==> src/verilog/sib_pkg.sv <==
// Purpose: Shared types and constants for the inter-bank command tracker.
// Assumes: Four banks, 12-bit address, 16-bit data, 25 MHz system clock.
// Notes:   Timing figures are in ns; cycle counts are derived from them.
`default_nettype none

package sib_pkg;

  // ----------------------------------------------------------------------
  // Geometry
  // ----------------------------------------------------------------------
  localparam int NUM_BANKS = 4;        // Banks tracked independently.
  localparam int BA_W      = 2;        // Bank address width.
  localparam int ADDR_W    = 12;       // Multiplexed address width.
  localparam int COL_W     = 8;        // Column address width.
  localparam int DQ_W      = 16;       // Data bus width.
  localparam int DQM_W     = 2;        // One mask bit per byte lane.
  localparam int AP_BIT    = 10;       // Address bit selecting auto precharge.
  localparam int CNT_W     = 4;        // Burst beat counter width.
  localparam int TMR_W     = 4;        // Per-bank timer width.
  localparam int WBUF_DEPTH = 32;      // Write beat buffer depth in words.

  // ----------------------------------------------------------------------
  // Timing
  // ----------------------------------------------------------------------
  localparam int CLK_PERIOD_NS = 40;   // System clock period.
  localparam int T_RCD_NS_DEF  = 20;   // Row to column delay, minimum.
  localparam int T_RP_NS_DEF   = 20;   // Precharge period, minimum.
  localparam int T_WR_NS_DEF   = 14;   // Write recovery time, minimum.
  localparam int CAS_LAT_DEF   = 2;    // CAS latency in clocks.
  localparam logic [CNT_W-1:0] BURST_LEN_DEF = 4'h4;  // Beats per burst.
  localparam logic [CNT_W-1:0] BEAT_LAST = 4'h1;      // Final beat left.
  localparam logic [TMR_W-1:0] TMR_DONE  = 4'h1;      // Final timer tick.
  localparam logic [TMR_W-1:0] TMR_ZERO  = 4'h0;      // Timer stopped.

  // Least times round up to whole cycles, never below one cycle.
  function automatic int sib_min_cyc(input int ns);
    int c;
    c = (ns + CLK_PERIOD_NS - 1) / CLK_PERIOD_NS;
    return (c < 1) ? 1 : c;
  endfunction

  // ----------------------------------------------------------------------
  // Types
  // ----------------------------------------------------------------------
  // Command pins as sampled on the rising edge.
  typedef struct packed {
    logic              cs_n;
    logic              ras_n;
    logic              cas_n;
    logic              we_n;
    logic [BA_W-1:0]   ba;
    logic [ADDR_W-1:0] addr;
  } sib_cmd_s;

  // One accepted write beat handed to the storage side.
  typedef struct packed {
    logic [BA_W-1:0]  ba;
    logic [COL_W-1:0] col;
    logic [DQM_W-1:0] be;
    logic [DQ_W-1:0]  data;
  } sib_wbeat_s;

  // One read beat address requested from the storage side.
  typedef struct packed {
    logic [BA_W-1:0]  ba;
    logic [COL_W-1:0] col;
  } sib_raddr_s;

  // Decoded commands.
  typedef enum logic [3:0] {
    CMD_INH, CMD_NOP, CMD_ACT, CMD_RD, CMD_WR,
    CMD_PRE, CMD_BST, CMD_REF, CMD_MRS
  } sib_cmd_e;

  // Per-bank states.
  typedef enum logic [3:0] {
    BK_IDLE, BK_ACTIVATING, BK_ACTIVE, BK_READ, BK_WRITE,
    BK_READ_AP, BK_WRITE_AP, BK_RECOVER, BK_PRECHARGING
  } sib_bank_e;

endpackage : sib_pkg

`default_nettype wire

==> src/verilog/sib_interbank.sv <==
// Purpose: Per-bank state tracking, burst control and data path of a
//          four-bank synchronous DRAM, seen from behind its pins.
// Assumes: Burst length of two or more; CAS latency of two or more.
// Notes:   Write beats leave through a buffer; read data is fetched from
//          the storage side in the same cycle as the address is presented.
//
// Functional notes
// - Inhibit and no-operation let operations continue.
// - Decode active, read, write, precharge from strobes.
// - Burst terminate hits only the bursting bank.
// - Reads and writes accept either precharge variant.
// - Interrupted auto-precharge burst precharges on its own.
// - Precharge elsewhere leaves running burst untouched.
// - Read interrupts read; new data after CAS.
// - Write cuts a plain read; mask first.
// - Read cuts write; last data one before.
// - Write cuts write; last data one before.
// - Auto-precharge read cut by read: precharge now.
// - Auto-precharge read cut by write: precharge now.
// - Auto-precharge write cut by read: recover first.
// - Auto-precharge write cut by write: recover first.
// - Idle only after precharge time elapsed.
// - Row active once activation delay elapsed.
// - Auto-precharge access lasts until precharge done.
// - Terminate applies to most recent burst.
`timescale 1ns/100ps
`default_nettype none

// --------------------------------------------------------------------------
// Write beat buffer
// --------------------------------------------------------------------------
module sib_fifo #(
  parameter int WIDTH = 16,
  parameter int DEPTH = 32
) (
  // Clock and reset
  input  wire logic             clk_sys_i,
  input  wire logic             rstn_i,
  // Fill side
  input  wire logic             in_valid_i,
  output logic                  in_ready_o,
  input  wire logic [WIDTH-1:0] in_data_i,
  // Drain side
  output logic                  out_valid_o,
  input  wire logic             out_ready_i,
  output logic [WIDTH-1:0]      out_data_o
);
  localparam int PW = $clog2(DEPTH);

  logic [WIDTH-1:0] mem_q [DEPTH];     // Storage words.
  logic [PW-1:0]    wp_q;              // Write pointer.
  logic [PW-1:0]    rp_q;              // Read pointer.
  logic [PW:0]      cnt_q;             // Words held.
  logic             push;              // Word enters this cycle.
  logic             pop;               // Word leaves this cycle.

  assign in_ready_o  = (cnt_q != (PW+1)'(DEPTH));
  assign out_valid_o = (cnt_q != '0);
  assign out_data_o  = mem_q[rp_q];
  assign push        = in_valid_i && in_ready_o;
  assign pop         = out_valid_o && out_ready_i;

  // Storage is written without reset; only valid words are ever read.
  always_ff @(posedge clk_sys_i) begin
    if (push) begin
      mem_q[wp_q] <= in_data_i;
    end
  end

  // Pointers wrap naturally at a power-of-two depth.
  always_ff @(posedge clk_sys_i or negedge rstn_i) begin
    if (!rstn_i) begin
      wp_q  <= '0;
      rp_q  <= '0;
      cnt_q <= '0;
    end else begin
      if (push) begin
        wp_q <= wp_q + 1'b1;
      end
      if (pop) begin
        rp_q <= rp_q + 1'b1;
      end
      cnt_q <= cnt_q + (PW+1)'(push) - (PW+1)'(pop);
    end
  end
endmodule // sib_fifo

// --------------------------------------------------------------------------
// Top: bank machines, burst engine and data path
// --------------------------------------------------------------------------
module sib_interbank #(
  parameter int T_RCD_NS = sib_pkg::T_RCD_NS_DEF,
  parameter int T_RP_NS  = sib_pkg::T_RP_NS_DEF,
  parameter int T_WR_NS  = sib_pkg::T_WR_NS_DEF,
  parameter int CAS_LAT  = sib_pkg::CAS_LAT_DEF,
  parameter logic [sib_pkg::CNT_W-1:0] BURST_LEN = sib_pkg::BURST_LEN_DEF
) (
  // Clock and reset
  input  wire logic                         clk_sys_i,
  input  wire logic                         rstn_i,
  // Command pins
  input  wire logic                         cke_i,
  input  wire sib_pkg::sib_cmd_s            cmd_i,
  input  wire logic [sib_pkg::DQM_W-1:0]    dqm_i,
  // Data pins
  input  wire logic [sib_pkg::DQ_W-1:0]     dq_i,
  output logic [sib_pkg::DQ_W-1:0]          dq_o,
  output logic                              dq_oe_o,
  // Storage side: read fetch
  output logic                              rd_req_o,
  output sib_pkg::sib_raddr_s               rd_addr_o,
  input  wire logic [sib_pkg::DQ_W-1:0]     rd_data_i,
  // Storage side: write beats
  output logic                              wb_valid_o,
  input  wire logic                         wb_ready_i,
  output sib_pkg::sib_wbeat_s               wb_beat_o,
  output logic                              wb_ovf_o,
  // Bank observation
  output var sib_pkg::sib_bank_e            bank_state_o [sib_pkg::NUM_BANKS]
);
  import sib_pkg::*;

  localparam int T_RCD_CYC = sib_min_cyc(T_RCD_NS);  // Activation cycles.
  localparam int T_RP_CYC  = sib_min_cyc(T_RP_NS);   // Precharge cycles.
  localparam int T_WR_CYC  = sib_min_cyc(T_WR_NS);   // Recovery cycles.
  localparam int RP_STAGES = CAS_LAT - 1;            // Read output stages.

  // ------------------------------------------------------------------------
  // Command decode
  // ------------------------------------------------------------------------
  // Strobe decode; chip select high overrides the other strobes.
  function automatic sib_cmd_e sib_decode(input sib_cmd_s c);
    if (c.cs_n) begin
      return CMD_INH;
    end
    case ({c.ras_n, c.cas_n, c.we_n})
      3'h7:    return CMD_NOP;
      3'h3:    return CMD_ACT;
      3'h5:    return CMD_RD;
      3'h4:    return CMD_WR;
      3'h2:    return CMD_PRE;
      3'h6:    return CMD_BST;
      3'h1:    return CMD_REF;
      default: return CMD_MRS;
    endcase
  endfunction

  // A bank with an open row can take a read or write.
  function automatic logic sib_open(input sib_bank_e s);
    return (s == BK_ACTIVE) || (s == BK_READ) || (s == BK_WRITE);
  endfunction

  sib_bank_e        st_q [NUM_BANKS];  // Bank states.
  logic [TMR_W-1:0] tmr_q [NUM_BANKS]; // Bank timers.
  logic             cke_q;             // Clock enable at the previous edge.
  sib_cmd_e         cmd;               // Command taken at this edge.
  logic [BA_W-1:0]  tgt;               // Addressed bank.
  logic             ap;                // Auto precharge or precharge-all.
  logic             rd_go;             // Read accepted.
  logic             wr_go;             // Write accepted.
  logic             go;                // Any burst accepted.
  logic             pre_go;            // Precharge command.
  logic             bst_go;            // Terminate of a running burst.
  logic             pre_kills;         // Precharge truncates running burst.
  logic             end_ev;            // Running burst ends by itself.
  logic             burst_act_q;       // More beats remain.
  logic             burst_wr_q;        // Running burst is a write.
  logic [BA_W-1:0]  burst_bank_q;      // Bank of the running burst.
  logic [COL_W-1:0] col_q;             // Column of the next beat.
  logic [CNT_W-1:0] cnt_q;             // Beats remaining.
  logic             cont;              // Running burst advances a beat.

  // Commands count only with clock enable high at both edges.
  always_ff @(posedge clk_sys_i or negedge rstn_i) begin
    if (!rstn_i) begin
      cke_q <= 1'b0;
    end else begin
      cke_q <= cke_i;
    end
  end

  assign cmd       = (cke_i && cke_q) ? sib_decode(cmd_i) : CMD_INH;
  assign tgt       = cmd_i.ba;
  assign ap        = cmd_i.addr[AP_BIT];
  assign rd_go     = (cmd == CMD_RD) && sib_open(st_q[tgt]);
  assign wr_go     = (cmd == CMD_WR) && sib_open(st_q[tgt]);
  assign go        = rd_go || wr_go;
  assign pre_go    = (cmd == CMD_PRE);
  assign bst_go    = (cmd == CMD_BST) && burst_act_q;
  assign pre_kills = pre_go && burst_act_q &&
                     (ap || (tgt == burst_bank_q));
  assign cont      = burst_act_q && !go && !bst_go && !pre_kills;
  assign end_ev    = cont && (cnt_q == BEAT_LAST);

  // ------------------------------------------------------------------------
  // Bank state machines
  // ------------------------------------------------------------------------
  for (genvar i = 0; i < NUM_BANKS; i++) begin : g_bank
    logic mine;                        // Command addresses this bank.
    logic own;                         // Running burst belongs here.
    logic cut;                         // Burst interrupted or finished.
    assign mine = (tgt == BA_W'(i));
    assign own  = burst_act_q && (burst_bank_q == BA_W'(i));
    assign cut  = (own && go && !mine) || (end_ev && own) ||
                  (bst_go && own);

    // Each bank walks its own states; timers count down to the exit.
    always_ff @(posedge clk_sys_i or negedge rstn_i) begin
      if (!rstn_i) begin
        st_q[i]  <= BK_IDLE;
        tmr_q[i] <= TMR_ZERO;
      end else begin
        if (tmr_q[i] != TMR_ZERO) begin
          tmr_q[i] <= tmr_q[i] - 1'b1;
        end
        case (st_q[i])
          BK_IDLE: begin
            // Precharge to an idle bank is a no-operation.
            if (cmd == CMD_ACT && mine) begin
              st_q[i]  <= BK_ACTIVATING;
              tmr_q[i] <= TMR_W'(T_RCD_CYC);
            end
          end
          BK_ACTIVATING: begin
            if (tmr_q[i] == TMR_DONE) begin
              st_q[i] <= BK_ACTIVE;
            end
          end
          BK_ACTIVE, BK_READ, BK_WRITE: begin
            if (go && mine) begin
              if (rd_go) begin
                st_q[i] <= ap ? BK_READ_AP : BK_READ;
              end else begin
                st_q[i] <= ap ? BK_WRITE_AP : BK_WRITE;
              end
            end else if (pre_go && (mine || ap)) begin
              st_q[i]  <= BK_PRECHARGING;
              tmr_q[i] <= TMR_W'(T_RP_CYC);
            end else if (cut) begin
              st_q[i] <= BK_ACTIVE;
            end
          end
          BK_READ_AP: begin
            if (cut) begin
              st_q[i]  <= BK_PRECHARGING;
              tmr_q[i] <= TMR_W'(T_RP_CYC);
            end
          end
          BK_WRITE_AP: begin
            if (cut) begin
              st_q[i]  <= BK_RECOVER;
              tmr_q[i] <= TMR_W'(T_WR_CYC);
            end
          end
          BK_RECOVER: begin
            if (tmr_q[i] == TMR_DONE) begin
              st_q[i]  <= BK_PRECHARGING;
              tmr_q[i] <= TMR_W'(T_RP_CYC);
            end
          end
          default: begin
            if (tmr_q[i] == TMR_DONE) begin
              st_q[i] <= BK_IDLE;
            end
          end
        endcase
      end
    end

    chk_act_enter: assert property (@(posedge clk_sys_i) disable iff (!rstn_i)
      (cmd == CMD_ACT && mine && st_q[i] == BK_IDLE)
      |=> (st_q[i] == BK_ACTIVATING) ##T_RCD_CYC (st_q[i] == BK_ACTIVE))
      else $error("activation did not reach row active in time");
    chk_ap_select: assert property (@(posedge clk_sys_i) disable iff (!rstn_i)
      (rd_go && mine && ap) |=> (st_q[i] == BK_READ_AP))
      else $error("read with auto precharge not tracked");
    chk_ap_concurrent: assert property (@(posedge clk_sys_i)
      disable iff (!rstn_i)
      (st_q[i] == BK_READ_AP && go && !mine)
      |=> (st_q[i] == BK_PRECHARGING) && (tmr_q[i] == TMR_W'(T_RP_CYC)))
      else $error("interrupted read did not start precharge");
    chk_wr_recover: assert property (@(posedge clk_sys_i)
      disable iff (!rstn_i)
      (st_q[i] == BK_WRITE_AP && go && !mine)
      |=> (st_q[i] == BK_RECOVER) ##T_WR_CYC
          (st_q[i] == BK_PRECHARGING))
      else $error("write recovery not kept before precharge");
    chk_rp_idle: assert property (@(posedge clk_sys_i) disable iff (!rstn_i)
      (st_q[i] == BK_PRECHARGING && $past(st_q[i]) != BK_PRECHARGING)
      |-> (tmr_q[i] == TMR_W'(T_RP_CYC)) ##T_RP_CYC (st_q[i] == BK_IDLE))
      else $error("bank idle before precharge time");
  end

  assign bank_state_o = st_q;

  // ------------------------------------------------------------------------
  // Burst engine
  // ------------------------------------------------------------------------
  // The newest burst always replaces the running one, whatever its bank.
  always_ff @(posedge clk_sys_i or negedge rstn_i) begin
    if (!rstn_i) begin
      burst_act_q  <= 1'b0;
      burst_wr_q   <= 1'b0;
      burst_bank_q <= '0;
      col_q        <= '0;
      cnt_q        <= '0;
    end else if (go) begin
      burst_act_q  <= 1'b1;
      burst_wr_q   <= wr_go;
      burst_bank_q <= tgt;
      col_q        <= cmd_i.addr[COL_W-1:0] + 1'b1;
      cnt_q        <= BURST_LEN - 1'b1;
    end else if (bst_go || pre_kills) begin
      burst_act_q <= 1'b0;
    end else if (burst_act_q) begin
      col_q <= col_q + 1'b1;
      cnt_q <= cnt_q - 1'b1;
      if (cnt_q == BEAT_LAST) begin
        burst_act_q <= 1'b0;
      end
    end
  end

  chk_bst_target: assert property (@(posedge clk_sys_i) disable iff (!rstn_i)
    (cmd == CMD_BST && burst_act_q && !go)
    |=> !burst_act_q && st_q[$past(burst_bank_q)] != BK_READ &&
        st_q[$past(burst_bank_q)] != BK_WRITE)
    else $error("terminate did not end the running burst");
  chk_pre_other: assert property (@(posedge clk_sys_i) disable iff (!rstn_i)
    (pre_go && !ap && tgt != burst_bank_q && burst_act_q && cnt_q > BEAT_LAST)
    |=> burst_act_q && cnt_q == $past(cnt_q) - 1'b1)
    else $error("precharge elsewhere disturbed the burst");
  chk_nop_keep: assert property (@(posedge clk_sys_i) disable iff (!rstn_i)
    ((cmd == CMD_NOP || cmd == CMD_INH) && burst_act_q && cnt_q > BEAT_LAST)
    |=> burst_act_q && col_q == $past(col_q) + 1'b1)
    else $error("no-operation stopped the burst");

  // ------------------------------------------------------------------------
  // Read path
  // ------------------------------------------------------------------------
  logic            rd_fire;                 // Read beat issued.
  logic [DQ_W-1:0] rp_data_q [RP_STAGES];   // Output pipeline data.
  logic            rp_vld_q  [RP_STAGES];   // Output pipeline valid.

  assign rd_fire = rd_go || (cont && !burst_wr_q);

  // Beat address goes to storage; data returns in the same cycle.
  always_ff @(posedge clk_sys_i or negedge rstn_i) begin
    if (!rstn_i) begin
      rd_req_o  <= 1'b0;
      rd_addr_o <= '0;
    end else begin
      rd_req_o <= rd_fire;
      if (rd_fire) begin
        rd_addr_o.ba  <= rd_go ? tgt : burst_bank_q;
        rd_addr_o.col <= rd_go ? cmd_i.addr[COL_W-1:0] : col_q;
      end
    end
  end

  // A write flushes reads in flight so the bus turns around at once.
  for (genvar s = 0; s < RP_STAGES; s++) begin : g_rpipe
    always_ff @(posedge clk_sys_i or negedge rstn_i) begin
      if (!rstn_i) begin
        rp_vld_q[s]  <= 1'b0;
        rp_data_q[s] <= '0;
      end else if (s == 0) begin
        rp_vld_q[s]  <= rd_req_o && !wr_go;
        rp_data_q[s] <= rd_data_i;
      end else begin
        rp_vld_q[s]  <= rp_vld_q[(s > 0) ? s-1 : 0] && !wr_go;
        rp_data_q[s] <= rp_data_q[(s > 0) ? s-1 : 0];
      end
    end
  end

  assign dq_o    = rp_data_q[RP_STAGES-1];
  assign dq_oe_o = rp_vld_q[RP_STAGES-1];

  chk_rd_fetch: assert property (@(posedge clk_sys_i) disable iff (!rstn_i)
    rd_go |=> rd_req_o && rd_addr_o.col == $past(cmd_i.addr[COL_W-1:0]))
    else $error("read beat address not issued");
  chk_wr_flush: assert property (@(posedge clk_sys_i) disable iff (!rstn_i)
    wr_go |=> !dq_oe_o)
    else $error("read data still driven after write");

  // ------------------------------------------------------------------------
  // Write path
  // ------------------------------------------------------------------------
  logic       wr_fire;                 // Write beat present on the pins.
  logic       wb_in_ready;             // Buffer can take a beat.
  logic       wb_push;                 // Unmasked beat offered.
  sib_wbeat_s wb_in;                   // Beat entering the buffer.

  // The beat on the pins at an interrupting command belongs to the new
  // burst, so the old burst ends with the beat one clock earlier.
  assign wr_fire     = wr_go || (cont && burst_wr_q);
  assign wb_push     = wr_fire && (dqm_i != {DQM_W{1'b1}});
  assign wb_in.ba    = wr_go ? tgt : burst_bank_q;
  assign wb_in.col   = wr_go ? cmd_i.addr[COL_W-1:0] : col_q;
  assign wb_in.be    = ~dqm_i;
  assign wb_in.data  = dq_i;

  sib_fifo #(
    .WIDTH ($bits(sib_wbeat_s)),
    .DEPTH (WBUF_DEPTH)
  ) u_wbuf (
    .clk_sys_i   (clk_sys_i),
    .rstn_i      (rstn_i),
    .in_valid_i  (wb_push),
    .in_ready_o  (wb_in_ready),
    .in_data_i   (wb_in),
    .out_valid_o (wb_valid_o),
    .out_ready_i (wb_ready_i),
    .out_data_o  (wb_beat_o)
  );

  // The pins cannot be stalled, so a beat meeting a full buffer is lost
  // and flagged until reset.
  always_ff @(posedge clk_sys_i or negedge rstn_i) begin
    if (!rstn_i) begin
      wb_ovf_o <= 1'b0;
    end else if (wb_push && !wb_in_ready) begin
      wb_ovf_o <= 1'b1;
    end
  end

  chk_wr_last: assert property (@(posedge clk_sys_i) disable iff (!rstn_i)
    (burst_act_q && burst_wr_q && wr_go && tgt != burst_bank_q)
    |=> burst_bank_q == $past(tgt) && cnt_q == BURST_LEN - 1'b1)
    else $error("interrupting write did not take over");
endmodule // sib_interbank

`default_nettype wire

==> config.mk <==
export PLATFORM = sky130hd
export DESIGN_NAME = sib_interbank
export DESIGN_NICKNAME = d
export VERILOG_FILES = /design/src/verilog/sib_pkg.sv /design/src/verilog/sib_interbank.sv
export SDC_FILE = /design/constraint.sdc
export NUM_CORES = 1
export LEC_CHECK = 0
export BUFFER_PORTS_ARGS = -buffer_cell sky130_fd_sc_hd__buf_2
export CAP_MARGIN = 20
export CORE_MARGIN = 3
export CORE_UTILIZATION = 60
export CTS_CLUSTER_SIZE = 14
export DETAILED_ROUTE_END_ITERATION = 7
export PLACE_DENSITY = 0.75
export SLEW_MARGIN = 10
export SYNTH_ARGS = -nofsm -noshare
export SYNTH_HDL_FRONTEND = slang
export SYNTH_HIERARCHICAL = 1
export SYNTH_SLANG_ARGS = --single-unit
==> constraint.sdc <==
create_clock -name clk_sys_i -period 5.55 [get_ports clk_sys_i]
set_input_delay 0.8325 -clock clk_sys_i [delete_from_list [all_inputs] [get_ports clk_sys_i]]
set_output_delay 0.8325 -clock clk_sys_i [all_outputs]
set_load 0.05 [all_outputs]
[Word level (Yosys, flattened, before mapping)]
Memories as Yosys holds them, arrays and structs flattened.
Cells that the tools add are included.
Storage, ports and cells
  bits in registers: 94
  memory bits (writable): 896
  bits of input ports: 56
  output and inout port bits: 74
  word-level logic and storage cells: 322
  memories: 1
Operators by class
  add/subtract/negate cells: 11
  $lt $le $gt $ge: 1
  eq/ne operators: 82
  muxes and demuxes: 95
  bitwise logic cells: 2
  reductions and logical operators: 107
Memories
  u_wbuf.mem_q: words 32, width 28, rd ports 1, clocked after Yosys merged registers in 0, wr ports 1, RTL line sib_interbank.sv:50  | logic [WIDTH-1:0] mem_q [DEPTH];
Operators by type and width (number)
  $mux W4: 68
  $pmux W4 S6: 4
  $eq A4 B3 Y1 const B: 20
  $pmux W4 S4: 4
  $logic_and A1 B1 Y1: 49
  $eq A4 B2 Y1 const B: 12
  $ne A2 B2 Y1 const B: 22
  $mux W8: 5
  $eq A4 B1 Y1 const B: 9
  $pmux W4 S7: 1
  $reduce_and A7 Y1: 4
  $reduce_bool A5 Y1: 4
  $sub A4 B1 Y4 const B: 5
  $logic_or A1 B1 Y1: 19
  $add A8 B1 Y8 const B: 2
  $logic_not A4 Y1: 4
  $ne A4 B4 Y1 const B: 4
  $reduce_bool A4 Y1: 4
  $eq A3 B3 Y1 const B: 4
  $reduce_or A3 Y1: 4
  $add A5 B1 Y5 const B: 2
  $logic_not A1 Y1: 10
  $bmux W4 S2: 1
  $eq A2 B2 Y1 const B: 4
  18 further kinds: 33

[Longest topological paths before layout]
Gate-level depths: netlist (run 1).
  depth after elaboration: 21
  depth in mapped cells: 19
  gate-level depth less buffers: 17

[Modules after synthesis]
The synthesis (run 1) kept the hierarchy.
Modules (own cells, without submodules)
  sib_fifo: times used 1, cells an instance 1595, area an instance 34929.8 µm², sequential area each 27306.2 µm²
  sib_interbank: times used 1, cells an instance 580, area an instance 5129.9 µm², sequential area each 1951.9 µm²

[Worst setup path before layout (run 1)]
Ideal clock, no wire load.
  kind: input-to-reg
  start point: in cmd_i[12] (netlist name)
  end point: mem u_wbuf/mem_q[30][0] (netlist name), enable pin
  library setup time: 413 ps
  arrival: 4225 ps
  data required time: 5137 ps
  setup slack: 912 ps
  stages: 11
  buffers on the path: 2
  cells stage by stage: buf_6 > mux4_2 > nor4b_4 > o21ai_2 > nor2_1 > a31oi_1 > a21oi_1 > and2_0 > clkbuf_1 > nand2_1 > nor2_1
Between the ends
  cells in the longest elaborated chain, start to end: 19
  elaborated cells between the ends (all ways): 26
  classes of those cells: eq/ne (4); mux (5); bitwise (1); reduce/logical (16)
RTL lines
  start, declared: RTL line sib_interbank.sv:103  | input wire sib_pkg::sib_cmd_s cmd_i,
  $not A2 Y3 (implied by the code): RTL line sib_interbank.sv:185, sib_interbank.sv:186
  $bmux W4 S2: RTL line sib_interbank.sv:185, sib_interbank.sv:186
  $mux W4 (implied by the code) (2 in series): RTL line sib_interbank.sv:185, sib_interbank.sv:186
  $eq A4 B2 Y1: RTL line sib_interbank.sv:150  | return (s == BK_ACTIVE) || (s == BK_READ) || (s == BK_WRITE);
  $logic_or A1 B1 Y1 (2 in series): RTL line sib_interbank.sv:150
  $logic_and A1 B1 Y1 (on tied branches): RTL line sib_interbank.sv:185, sib_interbank.sv:186
  $logic_or A1 B1 Y1: RTL line sib_interbank.sv:187  | assign go = rd_go || wr_go;
  $logic_not A1 Y1: RTL line sib_interbank.sv:192  | assign cont = burst_act_q && !go && !bst_go && !pre_kills;
  $logic_and A1 B1 Y1 (3 in series): RTL line sib_interbank.sv:192
  $logic_and A1 B1 Y1: RTL line sib_interbank.sv:397  | assign wr_fire = wr_go || (cont && burst_wr_q);
  $logic_or A1 B1 Y1 *: RTL line sib_interbank.sv:397
  $logic_and A1 B1 Y1 *: RTL line sib_interbank.sv:398  | assign wb_push = wr_fire && (dqm_i != {DQM_W{1'b1}});
  named net wb_push: RTL line sib_interbank.sv:392  | logic wb_push;
  $logic_and A1 B1 Y1 *: RTL line sib_interbank.sv:60  | assign push = in_valid_i && in_ready_o;
  $mux W1 *: RTL line sib_interbank.sv:65  | if (push) begin
  $mux W1 (implied by the code) *: RTL line sib_interbank.sv:66  | mem_q[wp_q] <= in_data_i;
  end, declared: RTL line sib_interbank.sv:50
Mark *: on every way through the listed nets, which the timed path passes. The rest lies on a longest branch. The select of a mux whose other input is x is not followed.

[Final worst setup path (run 1)]
  start point: reg st_q, in the netlist bank_state_o[6]
  end point: mem u_wbuf/mem_q[9][25] (netlist name), enable pin
Between the ends
  cells in the longest elaborated chain, start to end: 18
  elaborated cells between the ends (all ways): 21
  classes of those cells: eq/ne (3); mux (5); reduce/logical (13)
RTL lines
  start, declared: RTL line sib_interbank.sv:153  | sib_bank_e st_q [NUM_BANKS];
  start signal, assigned by index: RTL line sib_interbank.sv:232  | st_q[i] <= ap ? BK_READ_AP : BK_READ;
  start signal, assigned by index: RTL line sib_interbank.sv:234  | st_q[i] <= ap ? BK_WRITE_AP : BK_WRITE;
  $bmux W4 S2 *: RTL line sib_interbank.sv:185, sib_interbank.sv:186
  $mux W4 (implied by the code) * (2 in series): RTL line sib_interbank.sv:185, sib_interbank.sv:186
  $eq A4 B2 Y1: RTL line sib_interbank.sv:150
  $logic_or A1 B1 Y1: RTL line sib_interbank.sv:150
  $logic_or A1 B1 Y1 *: RTL line sib_interbank.sv:150
  $logic_and A1 B1 Y1 (on tied branches): RTL line sib_interbank.sv:185, sib_interbank.sv:186
  $logic_or A1 B1 Y1: RTL line sib_interbank.sv:187
  $logic_not A1 Y1: RTL line sib_interbank.sv:192
  $logic_and A1 B1 Y1 (3 in series): RTL line sib_interbank.sv:192
  $logic_and A1 B1 Y1: RTL line sib_interbank.sv:397
  $logic_or A1 B1 Y1 *: RTL line sib_interbank.sv:397
  $logic_and A1 B1 Y1 *: RTL line sib_interbank.sv:398
  named net wb_push: RTL line sib_interbank.sv:392
  $logic_and A1 B1 Y1 *: RTL line sib_interbank.sv:60
  $mux W1 *: RTL line sib_interbank.sv:65
  $mux W1 (implied by the code) *: RTL line sib_interbank.sv:66
Marked as above.

==> out/qor.yml, run 1 <==
period_share_pct: 81.63
post_cts_resized: 0
synthCells: 2175
row_count: 94
clk_latency_ns: 0.65
fill_cells: 4053
hpwl_mm: 54.34
postCtsSetupRepairBufs: 0
drcViolationCount: 0
synthFlopType: "edfxtp_1"
gp_congestion: 0.8967
fin_crit_ns: 4.531
async_flop_share_pct: 9.495
cts.sinks: 990
tns_ns: 0
drv_slew: 0
die_w_um: 264.4
swShare_pct: 33.96
power.density_nw_per_um2: 499.9
layout_commonest_cell: "edfxtp_1"
critPathCaptureType: "register"
worstMarginPinSlew_ns: 1.083
vdd_drop_max_mv: 0.3892
p_switching_mw: 7.727
synth_area_leaders: "edfxtp_1 67%, mux4_2 9.7%, dfrtp_1 5.9%, mux2i_1 3.1%, a211oi_1 1.2%"
slew_headroom_pct: 27.82
cp.arrival_ns: 4.87
layout_common_cells: "896 x edfxtp_1, 172 x mux4_2, 126 x mux2i_1"
p_int_mw: 15.03
final_nets: 2441
setup_violations: 0
maxClockFrequency_ghz: 0.2207
fin_util_pct: 68.97
worstSetupPathType: "register to register"
placeableCoreArea_um2: 65980
htreeDepth: 3
grt_util_all_layers_pct: 27.14
hold_class: "primary input to async pin"
root_buffer: "clkbuf_16"
synth_top_area_share_pct: 67.16
start_kind: "register"
cp_max_fo: 18
dieHeight_um: 264.4
drt_pass1_iterations: 5
cts_hold_buf: 0
cts_tree: "done"
post_drt_wl_per_cell_um: 28.30
syn_nets: 2262
critical-path-slowest-cell: "nor2_4"
comb_power_share_pct: 32.0
drive_above_1_share_pct: 24.11
antenna_left: 0
pwr-share-clk_pct: 28.7
grt_pass1_vias: 22180
r2r_start: "bank_state_o[6]$_DFFE_PN0P_"
crit_required_ns: 5.89
max_stage_delay_ns: 0.73
synth-edff-count: 896
viasPerCell: 6.612
outcome: "complete, no violations"
skew_ns: 0.02234
p_seq_share_pct: 39.4
grt_max_degree: 93
crit_chain: "mux4_2, nor3b_1, o21ai_2, buf_4, a31oi_1, a21oi_1, and2_0, nand2_1, nor2_4, buf_12"
ys.warnings.count: 6
synth.avg_cell_area_um2: 18.42
reg2reg_depth: 10
whs_ns: 0.1357
rsz0062_at_grt: "no"
synth_top_cell_by_area: "edfxtp_1"
antenna_found_initial: 3
numCtsBuffers: 98
drt-total-wl_mm: 93.29
yosys_register_bits: 990
cap_violations: 0
boundaryPins: 130
gr-total-overflow: 0
dieArea_um2: 69900
power.leakage_nw: 15.43
clockBufferDepth: 3
grt_pass1_wl_mm: 141.4
num_vias: 21790
hold_viol: 0
syn-cell-area_um2: 40060
netlist-cell-type-count: 77
area_delta_synth_final_pct: 13.61
start_util_pct: 60.71
ys_seq_area_share_pct: 73.04
clk_pin_slew_worst_paths_ns: 0.06
drt_iter0_markers: 2638
crit_path_start: "bank_state_o[6]$_DFFE_PN0P_"
port-buffer-count: 126
[final timing paths]
kind,endpoint,slack [ns]
max in group asynchronous,u_wbuf/rp_q[0]$_DFFE_PN0P_,4.20
worst min-delay path,dq_o[10]$_DFF_PN0_,0.14
min in group clk_sys_i,dq_o[0]$_DFF_PN0_,0.28
worst max register to register,u_wbuf/mem_q[9][25]$_DFFE_PP_,1.02
worst min register to register,dq_oe_o$_DFF_PN0_,0.51
worst max-delay path,u_wbuf/mem_q[9][25]$_DFFE_PP_,1.02
[metal layers]
| layer | track usage, % | up-vias | share of wire (%) |
|---|---|---|---|
| met5 | 0 | - | 0 |
| met4 | 8.136 | 0 | 2.6 |
| met3 | 5.263 | 155 | 9.2 |
| met2 | 43.59 | 1178 | 49 |
| met1 | 38.72 | 11260 | 39 |
| li1 | - | 9195 | - |
[Yosys cell counts, types with 5 or more instances]
cell type  number
dfrtp_1        94
a21oi_1        78
or3_1           9
a31oi_1         6
o211ai_1        5
ha_1           30
xor2_1         17
a22oi_1        31
edfxtp_1      896
nor2b_1        14
clkbuf_1       62
nand3_1        18
inv_1          41
nand4_1         8
and2_1          6
xnor2_1        23
a211oi_1       62
nor2_1         93
and3_1          9
nand3b_1        7
nor3b_1         7
o22ai_1        32
mux4_2        172
buf_6          25
buf_4           9
o221ai_1       28
nand2b_1       12
buf_2          17
a21o_1          7
buf_1           7
nor3_1         13
a22o_1         28
mux2_2         13
o21ai_0        37
nand2_1        64
mux2i_1       126
[power by group through the flow]
| stage | logic, mW | clock network [mW] | registers (mW) |
|---|---|---|---|
| 2_1_floorplan | 5.19 | 0 | 9.08 |
| 3_3_place_gp | 7.06 | 0 | 9.09 |
| 3_5_place_dp | 7.22 | 0 | 9.11 |
| 4_1_cts | 7.29 | 6.62 | 8.95 |
| 5_1_grt | 7.75 | 6.93 | 8.99 |
| 6_report | 7.27 | 6.52 | 8.96 |
[worst max-delay path, delay by kind of cell, from the launching register on]
kind	cells	cell delay, ns
AO/OA/AOI/OAI	3	0.67
buffers and inverters	2	0.52
flip-flops	1	0.55
multiplexers	1	0.54
AND/OR/NAND/NOR	4	1.95
[cell families (layout without fill, tap and decap cells)]
family	Yosys count	after routing	share of synthesized area [%]
buffers and inverters	161	417	2.114
XOR/XNOR	40	40	0.8745
AND/OR/NAND/NOR	281	281	3.486
AO/OA/AOI/OAI	357	357	6.191
adder cells (fa/ha/maj)	32	32	1.012
multiplexers	314	314	13.29
other	0	1	0
flip-flops	990	990	73.04
[per-stage QoR]
step | total power [mW] | instances | setup WS [ns] | cell area (µm²)
CTS | 22.86 | 3294 | 0.9794 | 45490
global placement | 16.15 | 3116 | 0.5397 | 42300
finish | 22.75 | 3296 | 1.019 | 45510
detailed placement | 16.33 | 3117 | 0.4393 | 42310
global route | 23.67 | 3295 | 0.8315 | 45510
floorplan | 14.27 | 2175 | 0.9117 | 40060
[flip-flops by register name, summed over array words and instances, names as in the netlist, 2 cells and up]
name / count
u_wbuf/mem_q: 896
tmr_q: 16
burst_bank_q: 2
col_q: 8
cnt_q: 4
dq_o: 16
u_wbuf/cnt_q: 6
u_wbuf/wp_q: 5
bank_state_o: 16
u_wbuf/rp_q: 5
rd_addr_o: 10
[area by class of cell]
| class | instances | area (µm²) | share of cell area, % |
|---|---|---|---|
| sequential | 990 | 29270 | 64.31 |
| multi-input combinational | 1024 | 10240 | 22.49 |
| clock buffer | 116 | 2520 | 5.537 |
| timing repair buffer | 199 | 1593 | 3.500 |
| tap | 864 | 1081 | 2.375 |
| clock inverter | 61 | 655.6 | 1.441 |
| inverter | 41 | 153.9 | 0.3382 |
| antenna | 1 | 2.502 | 0.005499 |
(Power assumes the default switching activity.)
==> run 2: changes to the inputs <==
==> constraint.sdc (replaced) <==
create_clock -name clk_sys_i -period 4.4 [get_ports clk_sys_i]
set_input_delay 0.66 -clock clk_sys_i [delete_from_list [all_inputs] [get_ports clk_sys_i]]
set_output_delay 0.66 -clock clk_sys_i [all_outputs]
set_load 0.05 [all_outputs]
==> out/qor.yml, run 2 (same netlist as run 1, synthesis figures left out) <==
crit_path_start: "u_wbuf/rp_q[0]$_DFFE_PN0P_"
post_cts_resized: 0
hpwl_mm: 55.47
setup_ws_ns: 0.2902
num_vias: 21850
final_nets: 2475
path_buf_inv: 3
cp_top_family: "buffers and inverters"
outcome: "complete, no violations"
hold_viol: 0
dieHeight_um: 264.4
pwr-share-clk_pct: 28.3
drcViolationCount: 0
power.leakage_nw: 15.58
row_count: 94
dp_slack_ns: 0.1101
place_area_um2: 42510
viasPerCell: 6.566
cp_max_fo: 26
area_delta_synth_final_pct: 13.98
cts.sinks: 990
final_area_um2: 45660
die_w_um: 264.4
antenna_found_initial: 4
r2r_end: "u_wbuf/cnt_q[4]$_DFF_PN0_"
cts_hold_buf: 0
skew_ns: 0.02552
p_seq_share_pct: 39.1
vdd_drop_max_mv: 0.6480
clk_pin_slew_worst_paths_ns: 0.06
clockBufferDepth: 3
p_int_mw: 18.93
max_stage_delay_ns: 0.56
gr-total-overflow: 0
fill_cells: 4052
diodes: 0
drt_iter0_markers: 2268
min_path_cells: 1
maxClockFrequency_ghz: 0.2433
dieArea_um2: 69900
worstHoldStart: "rd_data_i[0]"
boundaryPins: 130
reg2reg_depth: 17
hold_class: "primary input to register"
antenna_left: 0
period_share_pct: 93.40
r2r_start: "bank_state_o[13]$_DFFE_PN0P_"
grt_max_degree: 74
comb_power_share_pct: 32.6
numCtsBuffers: 96
placeableCoreArea_um2: 65980
worstMarginPinSlew_ns: 1.050
root_buffer: "clkbuf_16"
grt_pass1_wl_mm: 141.6
setup_violations: 0
htreeDepth: 3
drv_slew: 0
clk_latency_ns: 0.65
min_to: "dq_o[0]$_DFF_PN0_"
drt-total-wl_mm: 94.50
postCtsSetupRepairBufs: 0
drt_pass1_iterations: 8
regMostFlops: "u_wbuf/mem_q"
power.density_nw_per_um2: 628.2
p_switching_mw: 9.751
fin_crit_ns: 4.110
port-buffer-count: 126
grt_pass1_vias: 22570
crit_required_ns: 3.74
ff2ff_setup_slack_ns: 0.34
rsz0062_at_grt: "no"
layout_commonest_cell: "edfxtp_1"
start_util_pct: 60.71
slew_headroom_pct: 29.44
swShare_pct: 34.00
critPathCaptureType: "primary output"
layout_common_cells: "896 x edfxtp_1, 172 x mux4_2, 126 x mux2i_1"
cp.arrival_ns: 3.45
largest_reg_flops: 896
grt_util_all_layers_pct: 27.47
crit_chain: "buf_12, buf_4, mux4_2, a22oi_1, a21oi_1, buf_2"
drive_above_1_share_pct: 25.21
cap_violations: 0
critical-path-slowest-cell: "mux4_2"
post_drt_wl_per_cell_um: 28.40
worstSetupPathType: "register to primary output"
start_kind: "register"
gp_congestion: 0.8554
cts_tree: "done"
[run 2: worst max-delay path by stage]
stage                                    endpoint  slack, ns  cells past startpoint
global route            u_wbuf/cnt_q[4]$_DFF_PN0_       0.07                     17
floorplan           u_wbuf/mem_q[30][0]$_DFFE_PP_      -0.07                     11
detailed placement      u_wbuf/cnt_q[4]$_DFF_PN0_       0.11                     18
CTS                                 wb_beat_o[20]       0.26                      6
finish                              wb_beat_o[20]       0.29                      6
global placement        u_wbuf/cnt_q[4]$_DFF_PN0_       0.19                     18
[run 2: worst reg2reg max path, stage by stage, from the launching register on]
cell	delay, ns
dfrtp_1	0.55
mux4_2	0.54
nor3b_1	0.31
o21ai_2	0.15
nor2_1	0.18
a31oi_1	0.07
a21oi_1	0.38
and2_0	0.28
inv_1	0.07
ha_1	0.28
inv_1	0.07
ha_1	0.16
inv_1	0.06
fa_1	0.43
inv_1	0.08
a21oi_1	0.06
o21bai_1	0.14
xor2_1	0.17
[run 2: power groups by stage]
stage | logic [mW] | registers, mW | clock network (mW)
finish | 9.34 | 11.2 | 8.12
global route | 9.91 | 11.3 | 8.63
CTS | 9.35 | 11.2 | 8.25
detailed placement | 9.24 | 11.4 | 0
global placement | 9.05 | 11.4 | 0
floorplan | 6.54 | 11.5 | 0
[run 2: stage by stage]
| step | TNS, ns | hold slack, ns | power, mW | utilization [%] | std cells |
|---|---|---|---|---|---|
| detailed placement | 0 | 0.4935 | 20.66 | 64.43 | 3153 |
| global route | 0 | 0.09749 | 29.79 | 69.20 | 3327 |
| finish | 0 | 0.1288 | 28.68 | 69.20 | 3327 |
| floorplan | -42.19 | 0.3644 | 18.00 | - | 2175 |
| CTS | 0 | 0.08550 | 28.82 | 69.18 | 3326 |
| global placement | 0 | 0.4739 | 20.44 | 64.43 | 3153 |
[run 2: final cells by class]
class	instances	area (µm²)	share of cell area [%]
Clock inverter	56	565.5	1.239
Tap cell	864	1081	2.368
Sequential cell	990	29270	64.10
Inverter	41	153.9	0.3371
Clock buffer	117	2565	5.618
Timing Repair Buffer	235	1789	3.919
Multi-Input combinational cell	1024	10240	22.42
[run 2: routing by layer]
metal | global-route usage (%) | wire (µm) | up-vias
met2 | 45.41 | 47310 | 1109
li1 | - | - | 9258
met1 | 37.34 | 36200 | 11290
met5 | 0 | 0 | -
met3 | 5.226 | 7967 | 187
met4 | 9.739 | 3024 | 0
